$ cat src/include/rcl_params.svh
`ifndef RCL_PARAMS_SVH
`define RCL_PARAMS_SVH

// ****************************************
// Timing
// ****************************************
`define RCL_CLK_MHZ 200
`define RCL_PIN_FILT_NS 2000
`define RCL_PIN_FILT_CYC ((`RCL_PIN_FILT_NS * `RCL_CLK_MHZ + 999) / 1000)

// ****************************************
// Register indexes, byte address = 4 * index
// ****************************************
`define RCL_IDX_IND_PORT 8'h00
`define RCL_IDX_TIMER 8'h01
`define RCL_IDX_PC_LOW 8'h02
`define RCL_IDX_CORE_STAT 8'h03
`define RCL_IDX_IND_PTR 8'h04
`define RCL_IDX_PA_DATA 8'h05
`define RCL_IDX_PB_DATA 8'h06
`define RCL_IDX_NVM_DATA 8'h08
`define RCL_IDX_NVM_ADDR 8'h09
`define RCL_IDX_PC_HIGH 8'h0A
`define RCL_IDX_IRQ_CTRL 8'h0B
`define RCL_IDX_WORK 8'h0C
`define RCL_IDX_IND_PORT_B1 8'h80
`define RCL_IDX_OPTION 8'h81
`define RCL_IDX_PC_LOW_B1 8'h82
`define RCL_IDX_CORE_STAT_B1 8'h83
`define RCL_IDX_IND_PTR_B1 8'h84
`define RCL_IDX_PA_DIR 8'h85
`define RCL_IDX_PB_DIR 8'h86
`define RCL_IDX_NVM_CTRL 8'h88
`define RCL_IDX_NVM_UNLOCK 8'h89
`define RCL_IDX_PC_HIGH_B1 8'h8A
`define RCL_IDX_IRQ_CTRL_B1 8'h8B
`define RCL_IDX_EVT_STAT 8'h8C
`define RCL_IDX_EVT_MASK 8'h8D

// ****************************************
// Reset values and fields
// ****************************************
`define RCL_RST_OPTION 8'hFF
`define RCL_RST_PA_DIR 5'h1F
`define RCL_RST_PB_DIR 8'hFF
`define RCL_RST_PC 13'h0000
`define RCL_IRQ_VECTOR 13'h0004
`define RCL_IRQ_EN_BIT 7

`endif

$ cat src/include/rcl_pkg.sv
package rcl_pkg;

  typedef enum logic [2:0] {
    RCL_NONE, RCL_POR, RCL_PIN_RUN, RCL_PIN_SLEEP, RCL_WDT_RUN, RCL_WDT_WAKE, RCL_IRQ_WAKE
  } rcl_cause_e;

  typedef enum logic [4:0] {
    RG_NONE, RG_IND_PORT, RG_TIMER, RG_PC_LOW, RG_CORE_STAT, RG_IND_PTR, RG_PA_DATA,
    RG_PB_DATA, RG_NVM_DATA, RG_NVM_ADDR, RG_PC_HIGH, RG_IRQ_CTRL, RG_WORK, RG_OPTION,
    RG_PA_DIR, RG_PB_DIR, RG_NVM_CTRL, RG_NVM_UNLOCK, RG_EVT_STAT, RG_EVT_MASK
  } rcl_reg_e;

endpackage : rcl_pkg

$ cat src/verilog/rcl_reset_condition_logic.sv
// Overview of operation
// - Each reset is power-on, pin running, pin sleeping, watchdog running, watchdog wake or interrupt wake.
// - Pin reset only after the pin stays low for the filter time.
// - Reset-independent registers have no reset and keep contents through every reset.
// - Non-wake resets load register reset states; watchdog wake leaves them untouched except status flags and pc low.
// - Power-on, pin and watchdog-running resets load program counter zero.
// - Watchdog or interrupt wake continues at program counter plus one.
// - Interrupt wake with global enable set loads the interrupt vector.
// - Timeout and power-down flags and status top bits follow the reset cause.
// - Non-wake resets: option and port B direction all ones, port A direction ones.
// - Irq control clears upper seven bits; nvm control clears except condition bit.
// - Interrupt wake sets the irq control flag bits of the wake source.
// - Non-wake resets return pins to inputs; port data latches keep their contents.
// - Unimplemented bits read zero; condition bits follow the reset cause.
// - Global interrupt enable, irq control bit 7, clears on every non-wake reset and when interrupt wake takes the vector.
//
// The APB interface to the registers was decided locally.
`include "rcl_params.svh"

module rcl_reset_condition_logic #(
  parameter int ADDR_W = 10,
  parameter int FILT_CYC = `RCL_PIN_FILT_CYC
) (
  // Clock and reset
  input wire logic CLK,
  input wire logic ARST_N,
  // APB slave
  input wire logic PSEL,
  input wire logic PENABLE,
  input wire logic PWRITE,
  input wire logic [ADDR_W-1:0] PADDR,
  input wire logic [31:0] PWDATA,
  output logic [31:0] PRDATA,
  output logic PREADY,
  output logic PSLVERR,
  // Reset sources, asynchronous
  input wire logic POR_PULSE,
  input wire logic EXT_RESET_PIN_N,
  input wire logic WATCHDOG_TIMEOUT,
  // Core state, same clock
  input wire logic SLEEP_ACTIVE,
  input wire logic IRQ_WAKE,
  input wire logic [2:0] IRQ_WAKE_SRC,
  input wire logic NVM_WRITE_BUSY,
  input wire logic [12:0] CORE_PC,
  // Core control
  output logic CORE_RESET,
  output logic PC_LOAD,
  output logic [12:0] PC_VALUE,
  output rcl_pkg::rcl_cause_e CAUSE,
  output logic [7:0] CORE_STATUS,
  output logic [7:0] IRQ_CONTROL,
  output logic [7:0] OPTION_CONFIG,
  // Ports
  output logic [4:0] PORT_A_DIR,
  output logic [7:0] PORT_B_DIR,
  output logic [4:0] PORT_A_LATCH,
  output logic [7:0] PORT_B_LATCH,
  // Interrupt
  output logic IRQ
);
  import rcl_pkg::*;

  localparam int CNT_W = $clog2(FILT_CYC + 1);
  localparam logic [2:0] SYNC_RST = 3'h2;

  // ****************************************
  // Register decode
  // ****************************************
  function automatic rcl_reg_e reg_dec(input logic [7:0] idx);
    case (idx)
      `RCL_IDX_IND_PORT, `RCL_IDX_IND_PORT_B1: reg_dec = RG_IND_PORT;
      `RCL_IDX_PC_LOW, `RCL_IDX_PC_LOW_B1: reg_dec = RG_PC_LOW;
      `RCL_IDX_CORE_STAT, `RCL_IDX_CORE_STAT_B1: reg_dec = RG_CORE_STAT;
      `RCL_IDX_IND_PTR, `RCL_IDX_IND_PTR_B1: reg_dec = RG_IND_PTR;
      `RCL_IDX_PC_HIGH, `RCL_IDX_PC_HIGH_B1: reg_dec = RG_PC_HIGH;
      `RCL_IDX_IRQ_CTRL, `RCL_IDX_IRQ_CTRL_B1: reg_dec = RG_IRQ_CTRL;
      `RCL_IDX_TIMER: reg_dec = RG_TIMER;
      `RCL_IDX_PA_DATA: reg_dec = RG_PA_DATA;
      `RCL_IDX_PB_DATA: reg_dec = RG_PB_DATA;
      `RCL_IDX_NVM_DATA: reg_dec = RG_NVM_DATA;
      `RCL_IDX_NVM_ADDR: reg_dec = RG_NVM_ADDR;
      `RCL_IDX_WORK: reg_dec = RG_WORK;
      `RCL_IDX_OPTION: reg_dec = RG_OPTION;
      `RCL_IDX_PA_DIR: reg_dec = RG_PA_DIR;
      `RCL_IDX_PB_DIR: reg_dec = RG_PB_DIR;
      `RCL_IDX_NVM_CTRL: reg_dec = RG_NVM_CTRL;
      `RCL_IDX_NVM_UNLOCK: reg_dec = RG_NVM_UNLOCK;
      `RCL_IDX_EVT_STAT: reg_dec = RG_EVT_STAT;
      `RCL_IDX_EVT_MASK: reg_dec = RG_EVT_MASK;
      default: reg_dec = RG_NONE;
    endcase
  endfunction : reg_dec

  // Slot of a reset-independent register
  function automatic logic [2:0] slot_of(input rcl_reg_e r);
    case (r)
      RG_TIMER: slot_of = 3'h0;
      RG_IND_PTR: slot_of = 3'h1;
      RG_PA_DATA: slot_of = 3'h2;
      RG_PB_DATA: slot_of = 3'h3;
      RG_NVM_DATA: slot_of = 3'h4;
      RG_NVM_ADDR: slot_of = 3'h5;
      default: slot_of = 3'h6;
    endcase
  endfunction : slot_of

  // ****************************************
  // Input synchronisers
  // ****************************************
  logic [2:0] sync_in;
  logic [2:0] sync1_q;
  logic [2:0] sync2_q;

  assign sync_in = {WATCHDOG_TIMEOUT, EXT_RESET_PIN_N, POR_PULSE};

  for (genvar i = 0; i < 3; i++) begin : g_sync
    always_ff @(posedge CLK or negedge ARST_N) begin
      if (!ARST_N) begin
        sync1_q[i] <= SYNC_RST[i];
        sync2_q[i] <= SYNC_RST[i];
      end else begin
        sync1_q[i] <= sync_in[i];
        sync2_q[i] <= sync1_q[i];
      end
    end
  end

  logic por_s;
  logic pin_s;
  logic wdt_s;
  assign por_s = sync2_q[0];
  assign pin_s = sync2_q[1];
  assign wdt_s = sync2_q[2];

  // ****************************************
  // Pin filter and cause detection
  // ****************************************
  logic [CNT_W-1:0] flt_cnt_q;
  logic pin_low_q;
  logic por_q;
  logic wdt_d_q;
  rcl_cause_e pin_cause_q;
  logic pin_hit;
  logic busy;
  logic pin_rel;
  logic por_go;
  logic wdt_rise;
  rcl_cause_e ev;
  logic ev_reset;
  logic ev_wake;

  assign pin_hit = !pin_s && !pin_low_q && (flt_cnt_q == CNT_W'(FILT_CYC - 1));
  assign busy = por_q || pin_low_q;
  assign por_go = por_q && !pin_low_q && !por_s;
  assign pin_rel = pin_low_q && pin_s && !por_q;
  assign wdt_rise = wdt_s && !wdt_d_q;

  assign ev = por_go ? RCL_POR :
              pin_rel ? pin_cause_q :
              (wdt_rise && !busy) ? (SLEEP_ACTIVE ? RCL_WDT_WAKE : RCL_WDT_RUN) :
              (IRQ_WAKE && SLEEP_ACTIVE && !busy) ? RCL_IRQ_WAKE : RCL_NONE;
  assign ev_wake = (ev == RCL_WDT_WAKE) || (ev == RCL_IRQ_WAKE);
  assign ev_reset = (ev != RCL_NONE) && !ev_wake;

  always_ff @(posedge CLK or negedge ARST_N) begin
    if (!ARST_N) begin
      flt_cnt_q <= '0;
      pin_low_q <= 1'b0;
      por_q <= 1'b1;
      wdt_d_q <= 1'b0;
      pin_cause_q <= RCL_PIN_RUN;
    end else begin
      flt_cnt_q <= (pin_s || pin_low_q) ? '0 : flt_cnt_q + CNT_W'(1);
      pin_low_q <= pin_s ? 1'b0 : (pin_low_q || pin_hit);
      por_q <= por_s || (por_q && !por_go);
      wdt_d_q <= wdt_s;
      if (pin_hit) begin
        pin_cause_q <= SLEEP_ACTIVE ? RCL_PIN_SLEEP : RCL_PIN_RUN;
      end
    end
  end

  // ****************************************
  // APB access
  // ****************************************
  rcl_reg_e sel;
  logic setup;
  logic acc;
  logic wr_en;
  logic [7:0] wd;

  assign sel = reg_dec(PADDR[9:2]);
  assign setup = PSEL && !PENABLE;
  assign acc = PSEL && PENABLE && PREADY;
  assign wr_en = acc && PWRITE && !busy;
  assign wd = PWDATA[7:0];

  // ****************************************
  // Reset-state registers
  // ****************************************
  logic [7:0] stat_q;
  logic [7:0] pc_low_q;
  logic [4:0] pc_high_q;
  logic [7:0] irq_ctl_q;
  logic [7:0] option_q;
  logic [4:0] dir_a_q;
  logic [7:0] dir_b_q;
  logic [3:0] nvm_q;
  logic [7:0] stat_d;
  logic [7:0] irq_ctl_d;
  logic [12:0] pc_d;
  logic vec_take;

  assign vec_take = (ev == RCL_IRQ_WAKE) && irq_ctl_q[`RCL_IRQ_EN_BIT];
  assign pc_d = vec_take ? `RCL_IRQ_VECTOR :
                ev_wake ? CORE_PC + 13'h0001 : `RCL_RST_PC;

  assign stat_d = (ev == RCL_POR) ? {3'h0, 2'b11, stat_q[2:0]} :
                  (ev == RCL_PIN_RUN) ? {3'h0, stat_q[4:0]} :
                  (ev == RCL_PIN_SLEEP) ? {3'h0, 2'b10, stat_q[2:0]} :
                  (ev == RCL_WDT_RUN) ? {3'h0, 2'b01, stat_q[2:0]} :
                  (ev == RCL_WDT_WAKE) ? {stat_q[7:5], 2'b00, stat_q[2:0]} :
                  (ev == RCL_IRQ_WAKE) ? {stat_q[7:5], 2'b10, stat_q[2:0]} :
                  (wr_en && sel == RG_CORE_STAT) ? {wd[7:5], stat_q[4:3], wd[2:0]} : stat_q;

  assign irq_ctl_d = ev_reset ? {7'h00, irq_ctl_q[0]} :
                     (ev == RCL_IRQ_WAKE) ?
                       {irq_ctl_q[7] && !vec_take, irq_ctl_q[6:3], irq_ctl_q[2:0] | IRQ_WAKE_SRC} :
                     (wr_en && sel == RG_IRQ_CTRL) ? wd : irq_ctl_q;

  always_ff @(posedge CLK or negedge ARST_N) begin
    if (!ARST_N) begin
      stat_q <= 8'h18;
      irq_ctl_q <= 8'h00;
      pc_low_q <= 8'h00;
      pc_high_q <= 5'h00;
      option_q <= `RCL_RST_OPTION;
      dir_a_q <= `RCL_RST_PA_DIR;
      dir_b_q <= `RCL_RST_PB_DIR;
      nvm_q <= 4'h0;
    end else begin
      stat_q <= stat_d;
      irq_ctl_q <= irq_ctl_d;
      if (ev_reset) begin
        pc_low_q <= 8'h00;
        pc_high_q <= 5'h00;
        option_q <= `RCL_RST_OPTION;
        dir_a_q <= `RCL_RST_PA_DIR;
        dir_b_q <= `RCL_RST_PB_DIR;
        nvm_q <= {NVM_WRITE_BUSY, 3'h0};
      end else if (ev_wake) begin
        pc_low_q <= pc_d[7:0];
      end else if (wr_en) begin
        if (sel == RG_PC_LOW) pc_low_q <= wd;
        if (sel == RG_PC_HIGH) pc_high_q <= wd[4:0];
        if (sel == RG_OPTION) option_q <= wd;
        if (sel == RG_PA_DIR) dir_a_q <= wd[4:0];
        if (sel == RG_PB_DIR) dir_b_q <= wd;
        if (sel == RG_NVM_CTRL) nvm_q <= wd[3:0];
      end
    end
  end

  // ****************************************
  // Reset-independent storage
  // ****************************************
  logic [7:0] indep_q [0:6];
  logic indep_wr;

  assign indep_wr = wr_en && (sel inside {RG_TIMER, RG_IND_PTR, RG_PA_DATA, RG_PB_DATA,
                                          RG_NVM_DATA, RG_NVM_ADDR, RG_WORK});

  always_ff @(posedge CLK) begin
    if (indep_wr) indep_q[slot_of(sel)] <= wd;
  end

  // ****************************************
  // Event status and interrupt
  // ****************************************
  logic [5:0] evt_q;
  logic [5:0] mask_q;
  logic [5:0] evt_set;
  logic [5:0] evt_d;
  logic evt_rd;

  assign evt_set = {ev == RCL_IRQ_WAKE, ev == RCL_WDT_WAKE, ev == RCL_WDT_RUN,
                    ev == RCL_PIN_SLEEP, ev == RCL_PIN_RUN, ev == RCL_POR};
  assign evt_rd = acc && !PWRITE && (sel == RG_EVT_STAT);
  assign evt_d = evt_set | (evt_q & {6{!evt_rd}});

  // ****************************************
  // Read mux
  // ****************************************
  logic [7:0] rd_data;

  assign rd_data = (sel == RG_PC_LOW) ? pc_low_q :
                   (sel == RG_CORE_STAT) ? stat_q :
                   (sel == RG_PC_HIGH) ? {3'h0, pc_high_q} :
                   (sel == RG_IRQ_CTRL) ? irq_ctl_q :
                   (sel == RG_OPTION) ? option_q :
                   (sel == RG_PA_DIR) ? {3'h0, dir_a_q} :
                   (sel == RG_PB_DIR) ? dir_b_q :
                   (sel == RG_NVM_CTRL) ? {4'h0, nvm_q} :
                   (sel == RG_PA_DATA) ? {3'h0, indep_q[2][4:0]} :
                   (sel == RG_EVT_STAT) ? {2'h0, evt_q} :
                   (sel == RG_EVT_MASK) ? {2'h0, mask_q} :
                   (sel inside {RG_TIMER, RG_IND_PTR, RG_PB_DATA, RG_NVM_DATA, RG_NVM_ADDR, RG_WORK}) ?
                     indep_q[slot_of(sel)] : 8'h00;

  // ****************************************
  // Output registers
  // ****************************************
  always_ff @(posedge CLK or negedge ARST_N) begin
    if (!ARST_N) begin
      PREADY <= 1'b0;
      PSLVERR <= 1'b0;
      PRDATA <= 32'h0000_0000;
      evt_q <= 6'h00;
      mask_q <= 6'h00;
      IRQ <= 1'b0;
      CORE_RESET <= 1'b1;
      PC_LOAD <= 1'b0;
      PC_VALUE <= `RCL_RST_PC;
      CAUSE <= RCL_NONE;
    end else begin
      PREADY <= setup;
      PSLVERR <= setup && (sel == RG_NONE);
      PRDATA <= (setup && !PWRITE) ? {24'h00_0000, rd_data} : 32'h0000_0000;
      evt_q <= evt_d;
      if (wr_en && sel == RG_EVT_MASK) mask_q <= wd[5:0];
      IRQ <= |(evt_d & mask_q);
      CORE_RESET <= por_q || pin_low_q || pin_hit || por_s;
      PC_LOAD <= (ev != RCL_NONE);
      if (ev != RCL_NONE) begin
        PC_VALUE <= pc_d;
        CAUSE <= ev;
      end
    end
  end

  assign CORE_STATUS = stat_q;
  assign IRQ_CONTROL = irq_ctl_q;
  assign OPTION_CONFIG = option_q;
  assign PORT_A_DIR = dir_a_q;
  assign PORT_B_DIR = dir_b_q;
  assign PORT_A_LATCH = indep_q[2][4:0];
  assign PORT_B_LATCH = indep_q[3];

  // ****************************************
  // Assertions
  // ****************************************
  a_por_pc_zero: assert property (@(posedge CLK) disable iff (!ARST_N)
    (ev == RCL_POR) |=> PC_LOAD && PC_VALUE == 13'h0000 && CAUSE == RCL_POR)
    else $error("power-on did not load program counter zero");

  a_wake_pc_next: assert property (@(posedge CLK) disable iff (!ARST_N)
    (ev == RCL_WDT_WAKE) |=> PC_VALUE == $past(CORE_PC) + 13'h0001 && pc_low_q == PC_VALUE[7:0])
    else $error("watchdog wake did not continue at next address");

  a_vector_load: assert property (@(posedge CLK) disable iff (!ARST_N)
    (ev == RCL_IRQ_WAKE && irq_ctl_q[7]) |=> PC_VALUE == 13'h0004 && !irq_ctl_q[7])
    else $error("interrupt wake did not take the vector");

  a_por_flags: assert property (@(posedge CLK) disable iff (!ARST_N)
    (ev == RCL_POR) |=> stat_q[7:3] == 5'b00011 && $stable(stat_q[2:0]))
    else $error("power-on status flags wrong");

  a_wdt_flags: assert property (@(posedge CLK) disable iff (!ARST_N)
    (ev == RCL_WDT_RUN) ##1 !(ev inside {RCL_POR, RCL_PIN_RUN, RCL_PIN_SLEEP, RCL_IRQ_WAKE, RCL_WDT_WAKE})
      |-> stat_q[4:3] == 2'b01 && stat_q[7:5] == 3'h0)
    else $error("watchdog reset flags wrong");

  a_dir_inputs: assert property (@(posedge CLK) disable iff (!ARST_N)
    ev_reset |=> dir_a_q == 5'h1F && dir_b_q == 8'hFF && option_q == 8'hFF && pc_high_q == 5'h00)
    else $error("reset did not return pins to input");

  a_sleep_keep: assert property (@(posedge CLK) disable iff (!ARST_N)
    (ev == RCL_WDT_WAKE) |=> $stable(option_q) && $stable(dir_b_q) && $stable(irq_ctl_q))
    else $error("watchdog wake disturbed registers");

  a_irq_en_clear: assert property (@(posedge CLK) disable iff (!ARST_N)
    ev_reset |=> irq_ctl_q[7:1] == 7'h00 && irq_ctl_q[0] == $past(irq_ctl_q[0]))
    else $error("irq control not cleared on reset");

  a_pin_filter: assert property (@(posedge CLK) disable iff (!ARST_N)
    $rose(pin_low_q) |-> $past(!pin_s, 1) && $past(!pin_s, 2) && $past(!pin_s, 3) && $past(!pin_s, 4))
    else $error("short pin pulse caused a reset");

endmodule : rcl_reset_condition_logic
$ cat config.mk
export PLATFORM = sky130hd
export DESIGN_NAME = rcl_reset_condition_logic
export DESIGN_NICKNAME = d
export VERILOG_FILES = /design/src/include/rcl_pkg.sv /design/src/verilog/rcl_reset_condition_logic.sv
export VERILOG_INCLUDE_DIRS = /design/src /design/src/include
export SDC_FILE = /design/constraint.sdc
export NUM_CORES = 1
export LEC_CHECK = 0
export CORE_MARGIN = 5
export CORE_UTILIZATION = 39
export CTS_CLUSTER_SIZE = 25
export DETAILED_ROUTE_END_ITERATION = 10
export DONT_BUFFER_PORTS = 1
export RECOVER_POWER = 25
export SYNTH_ARGS = -nofsm -noshare
export SYNTH_HDL_FRONTEND = slang
export SYNTH_SLANG_ARGS = --single-unit
$ cat constraint.sdc
create_clock -name CLK -period 7.45 [get_ports CLK]
set_clock_uncertainty 0.05 [all_clocks]
set_input_delay 1.1175 -clock CLK [delete_from_list [all_inputs] [get_ports CLK]]
set_output_delay 1.1175 -clock CLK [all_outputs]
set_load 0.02 [all_outputs]
==> metrics.txt, run 1 <==
register area share after synthesis=0.5495; flop-to-flop setup slack=4.02 ns; largest net degree at the start of global routing=115; Yosys reg bits=175; io pins=172; hold_sp=sync1_q[2]; Power Dens Cells=228.2 nW/um^2; Ant. Diodes=0; GP Congestion=0.9701; CP startpoint kind=input port; hold path cells=0; drt pass-1 iters=5; Worst-path clk slew=0.07 ns; min Tclk post-route=3.662 ns; Final Setup Violations=0; Residual DRC=0; H-Tree Depth=4; layout cell share with drive strength beyond 1=0.1378; Tot GR Track Use=0.2081; Hold Buf Count CTS=0; setup TNS=0 ns; Max Clk Rate=273.1 MHz; reg2reg start=por_q; largest cells by area after synthesis=dfrtp_1 (25%), edfxtp_1 (21%), dfstp_2 (8.3%), mux2i_1 (4.7%), nand2_1 (4.4%); GRT met1 Usage=0.2801; reg2reg path depth=7; Layout Nets=871; RSZ-0062 raised after global routing=false; fin. max-slew vios=0; grt ovf=0; Layout area overhead=9.035%; CTS sink count=175; Worst EP arrival=3.88 ns; Netlist Area Pre-Place=8586 um^2; Compound-Gate Fraction of Synth Area=0.1236; Most Used Layer, Global Route=met2; initial core utilization=0.3946; main combinational cell family by area after synthesis=simple AND/OR/NAND/NOR gates; HP Class=flip-flop to flip-flop; status=finished clean; CTS root buf=clkbuf_16; core area=21760 um^2; Synth async-reset ratio=0.6514; Primary FF master, synth=dfrtp_1; # rows=54; worst vdd ir=0.1661 mV; Setup CP Type=input port to flip-flop; GR Util met3=0.07013; worst slew pin tran=1.079 ns; Crit path required time=7.67 ns; DR WL/cell=23.69 um; Worst setup EP type=flip-flop; final worst-path cycle share=0.4915; mux contribution to synthesized area=0.07287; full die area=25080 um^2; Num CTS Buffers=17; met2 Usage GRT=0.3251; CTS tree=yes; DR iter-0 viols=696; maxcap violations=0; syn_area_per_cell=10.65 um^2; Die Y=158.4 um; post-synthesis xor/xnor area fraction=0.01632; clk buf depth=2; drt total wl=25900 um; Endpoint, Worst Hold=wdt_s; Core Util, Final=0.4303; vias in the first global route=6311; vias=6391; crit-path max FO=29; Mapped Cells=806; Static Leak=0.003811 uW; Post-synth EDFFs=61; die width=158.4 um; Final Hold Vio Count=0; CTS resizes=0; first-pass GRT wire length=39270 um; clk_lat worst skew=0.43 ns; initial antenna violation count=0; Buffers on Ports=0; Vias/cell=5.847; adder-cell share of the synthesized area=0.002915; synth warn=0; R2R Path End=CORE_STATUS[1]; Setup Fix Bufs, Post-CTS=0; post-synth cell types=79; Routed Antenna Nets=0; post-synth top area share=0.2536; Rel. slew slack=0.2756; HPWL Detailed=18530 um; CP Launch Point=PADDR[2]; Synth area leader=dfrtp_1; Post-Synth Simple-Gate Area=0.1849
-- Yosys cell counts, types with 7 or more instances --
library cell and number:
o21ai_0 46, and2_1 9, xnor2_1 7, nor3_1 17, buf_4 29, nand2b_1 10
buf_2 10, a31oi_1 9, a21oi_1 28, mux2i_1 40, a22oi_1 8, edfxtp_1 61
mux2_2 20, or3_1 7, dfstp_2 27, nand2_1 101, o22ai_1 11, and3_1 11
dfrtp_1 87, nor2_1 39, nand3_1 73, inv_1 14, xor2_1 9, nor2b_1 8
clkbuf_1 20
-- logic make-up after synthesis --
kind of cell             count (synthesis)
AO/OA/AOI/OAI                          160
XOR/XNOR                                16
adder cells (fa/ha/maj)                  2
buffers and inverters                   78
flip-flops                             175
multiplexers                            60
other                                    1
AND/OR/NAND/NOR                        314
-- metrics by stage --
step	cells	hold WS [ns]	instance area [um^2]	setup slack, ns	total power (uW)
after floorplan	834	0.2812	8691	4.005	1209
after global placement	1061	0.2850	8757	3.481	1228
after detailed placement	1061	0.2862	8757	3.429	1230
after CTS	1093	0.3038	9361	3.888	2146
after global routing	1093	0.2981	9361	3.689	2204
final	1093	0.3006	9361	3.788	2136
-- layout make-up --
class	count	area [um^2]
fill	2125	12390
sequential	175	4718
multi-input combinational	581	3555
clock buffer	21	483.0
tap	280	350.3
clock inverter	11	121.4
timing repair buffer	10	75.07
inverter	15	58.81
-- routing by layer --
metal	wire length, um	vias up
met3	2424	27
met2	12060	262
li1	-	2895
met5	0	-
met4	456	0
met1	10950	3207
-- where the power goes --
group / total (uW) / switching (uW) / internal (uW)
clock: 923 / 412 / 511
combinational: 132 / 84.1 / 48.0
sequential: 1080 / 48.0 / 1030
-- sequential cells by signal (all words and copies together) (netlist names), 6 cells and up --
signal         flops
PC_VALUE          13
evt_q              6
IRQ_CONTROL        8
pc_low_q           8
PORT_B_DIR         8
flt_cnt_q          9
indep_q           61
OPTION_CONFIG      8
CORE_STATUS        8
PRDATA             8
mask_q             6
-- worst max-delay path by stage --
stage,to,slack (ns),cells after the start
finish,PRDATA[5],3.79,6
global placement,PRDATA[5],3.48,7
detailed placement,PRDATA[5],3.43,7
CTS,PRDATA[5],3.89,7
global route,PRDATA[5],3.69,7
floorplan,indep_q[3][0],4.01,8
-- worst max-delay path: stages --
cell	delay (ns)
nor3b_1	0.47
o21bai_1	0.25
a21oi_1	0.71
a2111oi_0	0.31
nor4_1	0.76
o22ai_1	0.25
-- cells in the final DEF (no fill, tap or decap), types with 20 or more instances in the layout --
cell and instances:
nand2_1 101, dfrtp_1 87, nand3_1 73, edfxtp_1 61
o21ai_0 46, mux2i_1 40, nor2_1 39, conb_1 29
a21oi_1 28, dfstp_2 27, mux2_2 20
Power figures use the tool's default switching activity.
==> run 2: changes to the inputs <==
==> constraint.sdc (replaced) <==
create_clock -name CLK -period 3.22 [get_ports CLK]
set_clock_uncertainty 0.05 [all_clocks]
set_input_delay 0.483 -clock CLK [delete_from_list [all_inputs] [get_ports CLK]]
set_output_delay 0.483 -clock CLK [all_outputs]
set_load 0.02 [all_outputs]
==> run 2 against run 1 <==
  * Power is 130% higher
  * Flip-flop and latch count unchanged
  * Critical path type is now flip-flop to flip-flop
  * Register-to-register slack worse by 3.8 ns
  * Core utilization grew 0.89 points
  * Sequential share of layout area fell by 1.0 points
  * Non-clock buffer count increased by 23
  * Largest power group unchanged
  * The flow now finishes with violations (capacitance limit, slew limit)
==> metrics.txt, run 2 (same netlist as run 1, synthesis figures left out) <==
clk buf depth=2 (unchanged); Worst-path clk slew=0.08 ns (about the same); Static Leak=0.003933 uW (+3.2%); clk_lat worst skew=0.44 ns (about the same); Residual DRC=0 (unchanged); Routed Antenna Nets=0 (unchanged); Fillers=2079 (-2.2%); die width=158.4 um (unchanged); Comb power frac=0.069 (+0.007); Sw Share=0.2647 (+0.009975); Vias/cell=5.743 (-1.8%); CTS sink count=175 (unchanged); io pins=172 (unchanged); most frequent cells in the layout=nand2_1 (101), dfrtp_1 (87), nand3_1 (73), edfxtp_1 (61), o21ai_0 (46); CTS tree=yes; Layout Nets=894 (+2.6%); Buffers on Ports=0 (unchanged); min Tclk post-route=2.971 ns; Reg area=4718 um^2 (unchanged); setup TNS=0 ns (unchanged); part of the power in registers=0.501 (-0.005); max reg flops=61 (unchanged); Multi-input gate area=3555 um^2 (unchanged); DR WL/cell=23.06 um (-2.7%); Psw=1321 uW (+140%); fin. max-slew vios=115 (+115); drt total wl=25730 um (-0.63%); RSZ-0062 raised after global routing=false; Power Total=4992 uW (+130%); Ant. Diodes=0 (unchanged); grt ovf=0 (unchanged); most common cell after layout, fill and taps aside=nand2_1; HPWL Detailed=18570 um (+0.19%); H-Tree Depth=4 (unchanged); first-pass GRT wire length=39140 um (-0.32%); Tot GR Track Use=0.2077 (-0.0003558); Final Instance Area=9555 um^2 (+2.1%); Layout area overhead=11.29%; worst vdd ir=0.3693 mV (+120%); Clk network pwr share=0.430 (-0.002); Die Y=158.4 um (unchanged); status=finished, violations left; # rows=54 (unchanged); Top reg by flops=indep_q; Top Registers=indep_q x61, PC_VALUE x13, flt_cnt_q x9; DR iter-0 viols=557 (-20%); Crit path required time=3.49 ns (-4.18 ns); Num CTS Buffers=17 (unchanged); HP Class=input port to flip-flop; CTS resizes=0 (unchanged); Worst setup EP type=flip-flop; layout cell share with drive strength beyond 1=0.1579 (+0.02013); Power Dens Cells=522.4 nW/um^2 (+130%); placed cell area=8892 um^2 (+1.5%); CTS root buf=clkbuf_16; Rel. slew slack=-0.06427 (-0.3398); Hold Buf Count CTS=5 (+5); Final Hold Vio Count=0 (unchanged); CP startpoint kind=flip-flop; drt pass-1 iters=5 (unchanged); crit-path max FO=7 (-76%); vias=6409 (+0.28%); Max Clk Rate=336.6 MHz; Setup CP Type=flip-flop to flip-flop; final worst-path cycle share=0.9227; Worst EP arrival=3.24 ns (-0.64 ns); worst slew pin tran=1.596 ns (+0.5178 ns); initial core utilization=0.3946 (unchanged); core area=21760 um^2 (unchanged); GP Congestion=0.9448 (-2.6%); Setup Fix Bufs, Post-CTS=0 (unchanged); vias in the first global route=6239 (-1.1%); full die area=25080 um^2 (unchanged); largest net degree at the start of global routing=115 (unchanged); failing checks=capacitance limit, slew limit; Pint=3671 uW (+130%); maxcap violations=1 (+1); Final Setup Violations=0 (unchanged); initial antenna violation count=0 (unchanged)
run 2: changes by cell type in the layout (fill, tap and decap cells not counted), moves of 2 or more:
| cell | previous run | this run |
|---|---|---|
| dlygate4sd3_1 | 0 | 4 |
| buf_4 | 10 | 28 |
| clkbuf_1 | 2 | 0 |
| inv_8 | 2 | 4 |
| inv_6 | 2 | 4 |
run 2: through the flow:
stage	instances	setup WS (ns)	util	hold slack, ns
2_1_floorplan	834	0.4096	-	0.1374
3_3_place_gp	1079	0.3856	0.4087	0.1427
3_5_place_dp	1079	0.3891	0.4087	0.1420
4_1_cts	1116	0.3423	0.4401	0.06957
5_1_grt	1116	0.1314	0.4392	0.06747
6_report	1116	0.2488	0.4392	0.08723
run 2: critical path, stage by stage, from the launching register on:
cell,delay (ns)
dfstp_1,0.66
and4b_1,0.27
or2_0,0.37
o31ai_4,0.43
nand2_1,0.18
o31ai_2,0.49
mux2_2,0.39
run 2: path summary, 6_finish.rpt:
check	startpoint	endpoint	slack, ns	depth (start not counted)
worst max-delay path	por_q	nvm_q[2]	0.25	6
worst min-delay path	PWDATA[6]	indep_q[1][6]	0.09	0
worst max register to register	por_q	nvm_q[2]	0.25	6
worst min register to register	sync1_q[0]	por_s	0.30	0
max in group asynchronous	ARST_N	PRDATA[4]	1.17	2
min in group asynchronous	ARST_N	flt_cnt_q[2]	0.89	2
run 2: layer usage:
metal	GRT usage	part of all wire
met1	0.2782	0.41
met2	0.3235	0.46
met3	0.06958	0.11
met4	0.05930	0.022
met5	0	0
run 2: layout make-up:
cell class | count | area share
clock buffer | 18 | 0.04714
clock inverter | 14 | 0.01728
inverter | 15 | 0.006154
multi-input combinational | 581 | 0.3720
sequential | 175 | 0.4938
tap | 280 | 0.03666
timing repair buffer | 33 | 0.02697
run 2: power by group through the flow:
stage / Combinational [uW] / Sequential, uW / Clock, uW
global route: 383 / 2510 / 2280
finish: 346 / 2500 / 2150
floorplan: 282 / 2520 / 0
detailed placement: 310 / 2540 / 0
CTS: 349 / 2500 / 2190
global placement: 306 / 2540 / 0
